File: src/pfc_pkg.sv
// Package for the loop-filter, calibration-wait and EEPROM count registers.
package pfc_pkg;
  // ==========================================================================
  // Register offsets
  localparam logic [7:0] PFC_OFS_R3 = 8'h26;
  localparam logic [7:0] PFC_OFS_C3 = 8'h27;
  localparam logic [7:0] PFC_OFS_CAL = 8'h2A;
  localparam logic [7:0] PFC_OFS_SCRC = 8'h2F;
  localparam logic [7:0] PFC_OFS_CNT = 8'h30;
  // ==========================================================================
  // Reset values
  localparam logic [6:0] PFC_RST_R3 = 7'h00;
  localparam logic [2:0] PFC_RST_C3 = 3'h7;
  localparam logic [1:0] PFC_RST_CLSD = 2'h2;
  localparam logic [1:0] PFC_RST_VCO = 2'h1;
  localparam logic [7:0] PFC_RST_SCRC = 8'h00;
  localparam logic [7:0] PFC_RST_CNT = 8'h01;
  localparam logic [7:0] PFC_CNT_MAX = 8'hFF;
  // ==========================================================================
  // Clock and wait times
  localparam int PFC_CLK_MHZ = 25;
  localparam int PFC_CLSD_US [4] = '{150, 300, 500, 2000};
  localparam int PFC_VCO_US [4] = '{20, 400, 4000, 10000};
  // ==========================================================================
  // Image of the stored fields carried from the EEPROM loader.
  typedef struct packed {
    logic [6:0] r3;
    logic [2:0] c3;
    logic [1:0] clsd;
    logic [1:0] vco;
    logic [7:0] scrc;
    logic [7:0] cnt;
  } pfc_image_t;
endpackage : pfc_pkg

File: src/pfc_regs.sv
// Loop-filter, calibration-wait, stored CRC and program count registers.
`timescale 1ns/100ps
module pfc_regs
  import pfc_pkg::*;
#(
  parameter int VCO_WAIT_MAX_CYC = PFC_VCO_US[3] * PFC_CLK_MHZ
) (
  // Clock and reset
  input wire logic sys_clk_i,
  input wire logic arst_n_i,
  // Register port from the serial interface
  input wire logic reg_wr_i,
  input wire logic reg_rd_i,
  input wire logic [7:0] reg_addr_i,
  input wire logic [7:0] reg_wdata_i,
  output logic [7:0] reg_rdata_o,
  output logic reg_rd_valid_o,
  output logic reg_busy_o,
  // EEPROM loader and programmer
  input wire logic load_request_bit_i,
  input wire logic load_done_i,
  input wire pfc_image_t load_image_i,
  input wire logic crc_mismatch_i,
  input wire logic prog_done_i,
  output logic load_start_o,
  output logic [7:0] prog_count_next_o,
  output logic prog_count_we_o,
  output logic crc_mismatch_flag_o,
  // Analog settings and calibration
  output logic [6:0] filter_r3_select_o,
  output logic [2:0] filter_c3_select_o,
  input wire logic cal_wait_start_i,
  input wire logic cal_wait_vco_i,
  output logic cal_wait_done_o
);
  typedef enum logic [1:0] {PFC_ST_BOOT, PFC_ST_LOAD, PFC_ST_IDLE} pfc_st_t;

  // ==========================================================================
  // Storage
  pfc_st_t state_ff, nxt_state;
  logic [6:0] filter_r3_select_ff;
  logic [2:0] filter_c3_select_ff;
  logic [1:0] closed_loop_wait_code_ff;
  logic [1:0] vco_settle_wait_code_ff;
  logic [7:0] stored_crc_value_ff;
  logic [7:0] program_cycle_count_ff;
  logic crc_mismatch_flag_ff;
  logic [7:0] rdata_ff;
  logic rd_valid_ff;
  logic [23:0] wait_cnt_ff;
  logic wait_run_ff;
  logic wait_done_ff;

  // Decoding and the next count.
  wire loading = (state_ff != PFC_ST_IDLE);
  wire wr_r3 = reg_wr_i && !loading && (reg_addr_i == PFC_OFS_R3);
  wire wr_c3 = reg_wr_i && !loading && (reg_addr_i == PFC_OFS_C3);
  wire wr_cal = reg_wr_i && !loading && (reg_addr_i == PFC_OFS_CAL);
  wire cnt_sat = (program_cycle_count_ff == PFC_CNT_MAX);
  wire [7:0] cnt_inc = cnt_sat ? program_cycle_count_ff
                     : program_cycle_count_ff + 8'h01;
  wire load_go = (state_ff == PFC_ST_IDLE) && load_request_bit_i;

  // Read multiplexer; reserved bits and unmapped offsets return zero.
  logic [7:0] rd_mux;
  always_comb begin
    rd_mux = 8'h00;
    if (reg_addr_i == PFC_OFS_R3) begin
      rd_mux = {1'b0, filter_r3_select_ff};
    end else if (reg_addr_i == PFC_OFS_C3) begin
      rd_mux = {5'h00, filter_c3_select_ff};
    end else if (reg_addr_i == PFC_OFS_CAL) begin
      rd_mux = {4'h0, closed_loop_wait_code_ff, vco_settle_wait_code_ff};
    end else if (reg_addr_i == PFC_OFS_SCRC) begin
      rd_mux = stored_crc_value_ff;
    end else if (reg_addr_i == PFC_OFS_CNT) begin
      rd_mux = program_cycle_count_ff;
    end
  end

  // Load sequencer: boot starts a load, a request starts another.
  always_comb begin
    nxt_state = state_ff;
    case (state_ff)
      PFC_ST_BOOT: nxt_state = PFC_ST_LOAD;
      PFC_ST_LOAD: if (load_done_i) nxt_state = PFC_ST_IDLE;
      PFC_ST_IDLE: if (load_go) nxt_state = PFC_ST_LOAD;
      default: nxt_state = PFC_ST_IDLE;
    endcase
  end

  // Sequencer state.
  always_ff @(posedge sys_clk_i or negedge arst_n_i) begin
    if (!arst_n_i) begin
      state_ff <= PFC_ST_BOOT;
    end else begin
      state_ff <= nxt_state;
    end
  end

  // Host-writable fields, overwritten by a completed EEPROM load.
  always_ff @(posedge sys_clk_i or negedge arst_n_i) begin
    if (!arst_n_i) begin
      filter_r3_select_ff <= PFC_RST_R3;
      filter_c3_select_ff <= PFC_RST_C3;
      closed_loop_wait_code_ff <= PFC_RST_CLSD;
      vco_settle_wait_code_ff <= PFC_RST_VCO;
    end else if ((state_ff == PFC_ST_LOAD) && load_done_i) begin
      filter_r3_select_ff <= load_image_i.r3;
      filter_c3_select_ff <= load_image_i.c3;
      closed_loop_wait_code_ff <= load_image_i.clsd;
      vco_settle_wait_code_ff <= load_image_i.vco;
    end else begin
      if (wr_r3) filter_r3_select_ff <= reg_wdata_i[6:0];
      if (wr_c3) filter_c3_select_ff <= reg_wdata_i[2:0];
      if (wr_cal) begin
        closed_loop_wait_code_ff <= reg_wdata_i[3:2];
        vco_settle_wait_code_ff <= reg_wdata_i[1:0];
      end
    end
  end

  // Read-only EEPROM-backed values and the CRC error flag.
  always_ff @(posedge sys_clk_i or negedge arst_n_i) begin
    if (!arst_n_i) begin
      stored_crc_value_ff <= PFC_RST_SCRC;
      program_cycle_count_ff <= PFC_RST_CNT;
      crc_mismatch_flag_ff <= 1'b0;
    end else if ((state_ff == PFC_ST_LOAD) && load_done_i) begin
      stored_crc_value_ff <= load_image_i.scrc;
      program_cycle_count_ff <= load_image_i.cnt;
      crc_mismatch_flag_ff <= crc_mismatch_i;
    end else if (prog_done_i) begin
      program_cycle_count_ff <= cnt_inc;
    end
  end

  // Registered read data; reads made while a load runs are dropped, not answered.
  always_ff @(posedge sys_clk_i or negedge arst_n_i) begin
    if (!arst_n_i) begin
      rdata_ff <= 8'h00;
      rd_valid_ff <= 1'b0;
    end else begin
      rd_valid_ff <= reg_rd_i && !loading;
      if (reg_rd_i && !loading) rdata_ff <= rd_mux;
    end
  end

  // Calibration wait timer, length chosen by the current wait code.
  wire [23:0] clsd_cyc = 24'(PFC_CLSD_US[closed_loop_wait_code_ff]
                             * PFC_CLK_MHZ);
  wire [23:0] vco_cyc = 24'(PFC_VCO_US[vco_settle_wait_code_ff]
                            * PFC_CLK_MHZ);
  wire [23:0] wait_len = cal_wait_vco_i ? vco_cyc : clsd_cyc;
  always_ff @(posedge sys_clk_i or negedge arst_n_i) begin
    if (!arst_n_i) begin
      wait_cnt_ff <= 24'h000000;
      wait_run_ff <= 1'b0;
      wait_done_ff <= 1'b0;
    end else begin
      wait_done_ff <= 1'b0;
      if (cal_wait_start_i) begin
        wait_cnt_ff <= wait_len - 24'h000001;
        wait_run_ff <= 1'b1;
      end else if (wait_run_ff) begin
        wait_cnt_ff <= wait_cnt_ff - 24'h000001;
        if (wait_cnt_ff == 24'h000000) begin
          wait_run_ff <= 1'b0;
          wait_done_ff <= 1'b1;
        end
      end
    end
  end

  // Outputs.
  assign reg_rdata_o = rdata_ff;
  assign reg_rd_valid_o = rd_valid_ff;
  assign reg_busy_o = loading;
  assign load_start_o = (state_ff == PFC_ST_BOOT) || load_go;
  assign prog_count_next_o = cnt_inc;
  assign prog_count_we_o = prog_done_i;
  assign crc_mismatch_flag_o = crc_mismatch_flag_ff;
  assign filter_r3_select_o = filter_r3_select_ff;
  assign filter_c3_select_o = filter_c3_select_ff;
  assign cal_wait_done_o = wait_done_ff;

  // ==========================================================================
  // Checks
  chk_count_saturate: assert property (@(posedge sys_clk_i)
    disable iff (!arst_n_i)
    (prog_done_i && cnt_sat && !(state_ff == PFC_ST_LOAD && load_done_i))
    |=> (program_cycle_count_ff == PFC_CNT_MAX))
    else $error("Program count left saturation.");
  chk_count_incr: assert property (@(posedge sys_clk_i)
    disable iff (!arst_n_i)
    (prog_done_i && !cnt_sat && !(state_ff == PFC_ST_LOAD && load_done_i))
    |=> (program_cycle_count_ff == $past(program_cycle_count_ff) + 8'h01))
    else $error("Program count did not step by one.");
  chk_count_ro: assert property (@(posedge sys_clk_i)
    disable iff (!arst_n_i)
    (!prog_done_i && !load_done_i) |=> $stable(program_cycle_count_ff))
    else $error("Program count changed without cause.");
  chk_count_reload: assert property (@(posedge sys_clk_i)
    disable iff (!arst_n_i)
    (state_ff == PFC_ST_LOAD && load_done_i)
    |=> (program_cycle_count_ff == $past(load_image_i.cnt)))
    else $error("Program count not reloaded.");
  chk_crc_flag: assert property (@(posedge sys_clk_i)
    disable iff (!arst_n_i)
    (state_ff == PFC_ST_LOAD && load_done_i)
    |=> (crc_mismatch_flag_o == $past(crc_mismatch_i)))
    else $error("CRC flag does not follow the load.");
  chk_read_block: assert property (@(posedge sys_clk_i)
    disable iff (!arst_n_i)
    (reg_rd_i && loading) |=> !reg_rd_valid_o)
    else $error("Read answered during load.");
  chk_boot_load: assert property (@(posedge sys_clk_i)
    disable iff (!arst_n_i)
    (state_ff == PFC_ST_BOOT) |-> load_start_o ##1 reg_busy_o)
    else $error("No load after reset.");
  chk_reserved_zero: assert property (@(posedge sys_clk_i)
    disable iff (!arst_n_i)
    (reg_rd_i && !loading && reg_addr_i == PFC_OFS_C3)
    |=> (reg_rdata_o[7:3] == 5'h00))
    else $error("Reserved bits read nonzero.");
  chk_c3_write: assert property (@(posedge sys_clk_i)
    disable iff (!arst_n_i)
    (wr_c3 && !load_done_i)
    |=> (filter_c3_select_o == $past(reg_wdata_i[2:0])))
    else $error("C3 code not written.");

  // Helper count of the running wait, so a long wait needs no long delay.
  logic [23:0] chk_wait_cyc_ff;
  logic chk_vco0_ff;
  always_ff @(posedge sys_clk_i or negedge arst_n_i) begin
    if (!arst_n_i) begin
      chk_wait_cyc_ff <= 24'h000000;
      chk_vco0_ff <= 1'b0;
    end else if (cal_wait_start_i) begin
      chk_wait_cyc_ff <= 24'h000000;
      chk_vco0_ff <= cal_wait_vco_i && (vco_settle_wait_code_ff == 2'h0);
    end else if (wait_run_ff) begin
      chk_wait_cyc_ff <= chk_wait_cyc_ff + 24'h000001;
    end
  end
  chk_wait_len: assert property (@(posedge sys_clk_i)
    disable iff (!arst_n_i)
    (cal_wait_done_o && chk_vco0_ff)
    |-> (chk_wait_cyc_ff == 24'(PFC_VCO_US[0] * PFC_CLK_MHZ)))
    else $error("VCO wait of code 0 has wrong length.");
endmodule // pfc_regs

File: config.mk
export PLATFORM = sky130hd
export DESIGN_NAME = pfc_regs
export DESIGN_NICKNAME = d
export VERILOG_FILES = /design/src/pfc_pkg.sv /design/src/pfc_regs.sv
export SDC_FILE = /design/constraint.sdc
export NUM_CORES = 1
export LEC_CHECK = 0
export ABC_AREA = 1
export BUFFER_PORTS_ARGS = -buffer_cell sky130_fd_sc_hd__buf_2
export CAP_MARGIN = 40
export CORE_ASPECT_RATIO = 1.5
export CORE_MARGIN = 2
export CORE_UTILIZATION = 52
export DETAILED_ROUTE_END_ITERATION = 16
export PLACE_DENSITY = 0.86
export SLEW_MARGIN = 40
export SYNTH_ARGS = -nofsm -noshare
export SYNTH_HDL_FRONTEND = slang
export SYNTH_SLANG_ARGS = --single-unit
File: constraint.sdc
create_clock -name sys_clk_i -period 3 [get_ports sys_clk_i]
set_clock_uncertainty 0.1 [all_clocks]
set_input_delay 0.3 -clock sys_clk_i [delete_from_list [all_inputs] [get_ports sys_clk_i]]
set_output_delay 0.3 -clock sys_clk_i [all_outputs]
set_load 0.02 [all_outputs]
* Word level (Yosys, flattened, before mapping)
Cells that the tools add are included.
** Storage, ports and cells
- Register bits :: 68
- Input bits :: 56
- Output and inout port bits :: 32
- Logic and storage cells :: 84
** Operators by class
- $lt $le $gt $ge :: 2
- Bitwise gates (word level) :: 2
- Muxes and demuxes :: 34
- Multipliers :: 2
- Reductions and logical operators :: 17
- Eq/ne operators :: 11
- Add/sub/neg operators :: 3
** Operators by type and width (count)
- $bmux 32 s2 :: 2
- $mux 32 :: 4
- $mux 24 :: 3
- $mul 32x6->24 const B :: 2
- $mux 8 :: 8
- $sub 24x1->24 const B :: 2
- $eq 8x6->1 const B :: 5
- $logic_not 24->1 :: 1
- $mux 7 :: 2
- $mux 2 :: 6
- $reduce_bool 2->1 :: 5
- $add 8x1->8 const B :: 1
- $eq 8x8->1 const B :: 1
- $logic_and 1x1->1 :: 7
- $ge 3x3->1 const B :: 2
- $mux 1 :: 6
- $mux 3 :: 2
- $ne 2x2->1 const B :: 3
- $not 2->3 :: 2
- $pmux 2 s3 :: 1
- $eq 2x1->1 const B :: 1
- $eq 2x2->1 const B :: 1
- $logic_not 2->1 :: 1
- $reduce_and 2->1 :: 1
- other kinds (2) :: 2

* Depth between registers and ports, before layout
- Word-level depth :: 8
- Depth in mapped cells :: 19

* Worst setup path after synthesis
OpenSTA, ideal clock, no wires.
- Kind :: reg2reg
- Start point :: register closed_loop_wait_code_ff[1]
- End point :: register wait_cnt_ff[19]
- Clock period less this slack :: 2.987 ns
- Arrival time :: 2.767 ns
- Data required time :: 2.779 ns
- Path slack :: 0.013 ns
- Stages on the path, launching flop included :: 19
- Path through :: dfstp_2 inv_1 ha_1 ha_1 nand2_1 nor2_1 fa_1 inv_1 nand2_1 nand2_1 nand2_1 nand3_1 nand2_1 nor2_4 nand3_2 nor2_4 nand3_2 o21ai_1 nand2_1
** On the way
- Word-level cells in the longest chain between the ends :: 8
** Ends and longest elaborated chain
- from (decl) :: RTL line pfc_regs.sv:43 : logic [1:0] closed_loop_wait_code_ff;
- from (signal assigned) :: RTL line pfc_regs.sv:111 : closed_loop_wait_code_ff <= load_image_i.clsd;
- from (signal assigned) :: RTL line pfc_regs.sv:117 : closed_loop_wait_code_ff <= reg_wdata_i[3:2];
- $not 2->3 (implied by the code) :: RTL line pfc_regs.sv:150 : wire [23:0] clsd_cyc = 24'(PFC_CLSD_US[closed_loop_wait_code_ff]
- $bmux 32 s2 :: RTL line pfc_regs.sv:150
- $mux 32 (implied by the code) (2 in series) :: RTL line pfc_regs.sv:150
- $mul 32x6->24 :: RTL line pfc_regs.sv:151 : * PFC_CLK_MHZ);
- $mux 24 :: RTL line pfc_regs.sv:154 : wire [23:0] wait_len = cal_wait_vco_i ? vco_cyc : clsd_cyc;
- $sub 24x1->24 :: RTL line pfc_regs.sv:163 : wait_cnt_ff <= wait_len - 24'h000001;
- $mux 24 :: RTL line pfc_regs.sv:162 : if (cal_wait_start_i) begin
- to (signal assigned) :: RTL line pfc_regs.sv:163
- to (signal assigned) :: RTL line pfc_regs.sv:166 : wait_cnt_ff <= wait_cnt_ff - 24'h000001;
- to (decl) :: RTL line pfc_regs.sv:50 : logic [23:0] wait_cnt_ff;
No other way between the ends. The select of a mux whose other input is x is not followed.
A chain may end at the register's enable or synchronous reset.

* Worst setup path after layout
Same ends and word-level chain as after synthesis.

==> results.md <==
- Reg2Reg Setup Slack: -0.12 ns
- Number of port buffers: 86
- Final hold vios: 0
- Final worst slack: -0.120 ns
- Startpoint types: flop
- Largest net degree at the start of global routing: between 40 and 50
- Slew @ Worst Pin: 0.746 ns
- Share of the synthesized area in the top cell type: between 30% and 40%
- Critical Path Fanout Max: 4
- Total global routing overflow: 0
- Layout cell share with drive strength beyond 1: around 25%
- Cell variety after synth: 50
- First-pass detailed-route iteration total: 5
- Max-slew headroom: 50.1%
- # setup viols final: 6
- H-tree level count: 3
- Gate power share: a little over half
- Max Freq: about 0.32 GHz
- Simple-gate share of the synthesized area: around 34%
- WS Path Type: flop to flop
- Mapped Nets: 778
- CTS root buf: clkbuf_16
- HPWL after DPL: between 10 and 15 mm
- Switching power: 2.70 mW
- Outcome: finished with violations
- Maximum clock path buffer count: 2
- Worst VDD drop: 721 uV
- Synth Area in XOR/XNOR: ~2.1%
- Final Wtd Congestion: 0.915
- Clk pin slew, worst setup/hold paths: 0.06 ns
- Hold/Removal Path Class: primary input to flop
- Leak: approximately 3.3 nW
- Mux cell area share after synthesis: 0.448%
- Failing checks: negative setup slack
- Mapped cell area: approximately 5000 um2
- Seq/Total Area, Yosys: 34.0%
- Die ar.: 10500 um2
- Worst Setup End Kind: flop
- Antenna Cells: 0
- Number of CTS-inserted buffers: 9
- Max Slew Vio Count: 0
- Vias/cell: ~5.5
- Vias in the first global route: between 4000 and 5000
- Site Rows: between 40 and 50
- Final core utilization: 64.5%
- Core Region: roughly 9500 um2
- Inst Count DP: 893
- Worst endpoint data arrival time: 3.25 ns
- WL/cell: 14.7 um
- Die extent in x: approximately 84 um
- Num Clock Sinks: between 60 and 70
- Starting Density: 52.8%
- GRT Total Usage: a little over a quarter
- Num ports: 88
- CTS tree: done
- Setup TNS: -0.371 ns
- Layout Nets: between 800 and 900
- Vias: slightly above 5000
- DRC: 0
- Initial antenna violation count: 0
- Mapped Cells: 690
- RSZ-0062 raised after global routing: yes
- P per Cell Area: between 900 and 1000 nW/um2
- CP Data Required Time: around 3.1 ns
- Avg Cell Area, Syn: 7.29 um2
- Synth top area cells: dfrtp_1, nand2_1, ha_1, inv_1, nor2_1
- Reg power frac: between 20% and 30%
- Final worst-path cycle share: 104%
- Synth warn: 0
- Int Pwr: 3.16 mW
- Die height: ~120 um
- Largest area contributor in the netlist: dfrtp_1
- Max_cap viols: 0
- Combinational family with the most area after synthesis: simple AND/OR/NAND/NOR gates
- #FFs+latches synth: a little under 70
- Area growth from synthesis to layout: 22.1%
- Post-Synth Adder-Cell Area: between 8 and 9%
- Clk pwr share: a little under a fifth
- Routed Antenna Nets: 0
- Finished Layout Cells: about 920
- Wirelength, routed: around 13 mm
- First-pass GRT wire length: around 22 mm
- WHS: around 0.09 ns
- Sw Ratio: between 40% and 50%
- Clk_lat worst skew: about 0.34 ns
- Initial DRC count: 300
- Post-layout min period: ~3.1 ns
- Complex-gate fraction of the synthesized area: 11.5%
[worst max-delay path: stages, from the launching register on]
cell	delay, ns
dfstp_2	0.54
inv_2	0.05
ha_4	0.26
ha_4	0.28
nand2_4	0.05
nor2_4	0.11
fa_2	0.44
inv_2	0.05
nand2_1	0.05
nand3b_1	0.14
buf_6	0.14
inv_6	0.03
nor2_4	0.11
nand3_2	0.10
nor2_4	0.20
nand3_2	0.13
o21ai_1	0.16
nand2_1	0.07
[final timing paths]
check,startpoint,endpoint,depth (start not counted)
hold reg to reg,reg_rdata_o[7],reg_rdata_o[7],2
setup reg to reg,closed_loop_wait_code_ff[1],wait_cnt_ff[19],17
min in group asynchronous,arst_n_i,wait_cnt_ff[6],3
max in group asynchronous,arst_n_i,program_cycle_count_ff[0],3
hold / removal,crc_mismatch_i,crc_mismatch_flag_o,2
setup / recovery,closed_loop_wait_code_ff[1],wait_cnt_ff[19],17
[timing repair]
| action | in CTS | in global routing |
|---|---|---|
| hold endpoints to repair | 62 | 0 |
| setup endpoints to repair | 10 | 14 |
| hold buffers | 1 | 0 |
| pin swaps | 2 | 24 |
| setup buffers | 0 | 8 |
| gates resized for setup | 5 | 30 |
[synthesized netlist by cell type, drive strengths merged]
cell     count
a21oi       19
a221oi       3
a31oi       15
a41o         1
buf          9
clkbuf       9
clkinv       1
dfrtp       62
dfstp        6
fa           1
ha          31
inv        107
mux2         2
nand2      183
nand3       42
nand3b       2
nand4       27
nor2        90
nor3        10
nor3b        1
nor4         3
o2111ai      1
o21ai       29
o21bai       3
o221ai      12
o22a         2
o22ai        2
or2          5
xnor2        3
xor2         9
[kinds of logic after synthesis]
logic type,after synthesis
AND/OR/NAND/NOR,363
buffers and inverters,126
AO/OA/AOI/OAI,87
flip-flops,68
adder cells (fa/ha/maj),32
XOR/XNOR,12
multiplexers,2
[per-stage QoR]
stage                     area (um2)  power (mW)  worst slack [ns]
after global routing            6140        6.31            -0.188
after CTS                       5980        5.60          -0.00592
after floorplan                 5030        3.59            0.0129
final                           6140        5.86            -0.120
after global placement          5650        4.38           -0.0409
after detailed placement        5650        4.46            -0.103
[placed cells by master, fill, tap and decap left out, types with 3 or more instances in the layout]
cell	count
nor2_1	75
inv_1	99
nand2_4	6
o21ai_1	5
clkbuf_16	9
o21ai_0	20
buf_4	26
inv_2	5
nand4_1	26
nor2_2	8
o21ai_2	4
a21oi_1	17
buf_2	86
xor2_1	9
xnor2_1	3
nand2_1	166
clkinv_2	3
o221ai_1	12
dfrtp_1	62
a31oi_1	15
nand3_1	31
ha_1	28
a221oi_1	3
nor4_1	3
nand2_2	11
nor2_4	6
nand3_2	9
dfstp_2	6
nor3_1	9
[per-layer routing]
layer	GRT usage, %	part of all wire [%]	vias to the layer above
met5	0	0	-
met4	13.9	4.8	0
met3	5.37	5.5	54
met2	49.7	54	212
met1	25.9	36	2311
li1	-	-	2454
[power by group through the flow]
stage	clock, mW	combinational, mW	sequential [mW]
after global routing	1.12	3.53	1.66
final	1.07	3.18	1.62
after detailed placement	0	2.84	1.62
after floorplan	0	1.97	1.62
after global placement	0	2.77	1.61
after CTS	1.07	2.93	1.61
[area by class of cell]
class                   count  area [um2]
fillers                   788        3380
clock buffers              11         243
repair buffers            115         658
multi-input cells         496        2920
inverters                 108         415
clock inverters             5        52.6
well taps                 115         144
flip-flops and latches     68        1710
[flip-flops by register name (all words and copies together) (netlist names)]
signal	cells
program_cycle_count_ff	8
wait_cnt_ff	24
stored_crc_value_ff	8
reg_rdata_o	8
wait_run_ff	1
cal_wait_done_o	1
filter_r3_select_o	7
closed_loop_wait_code_ff	2
filter_c3_select_o	3
crc_mismatch_flag_o	1
reg_rd_valid_o	1
vco_settle_wait_code_ff	2
state_ff	2
(Power assumes the default switching activity.)
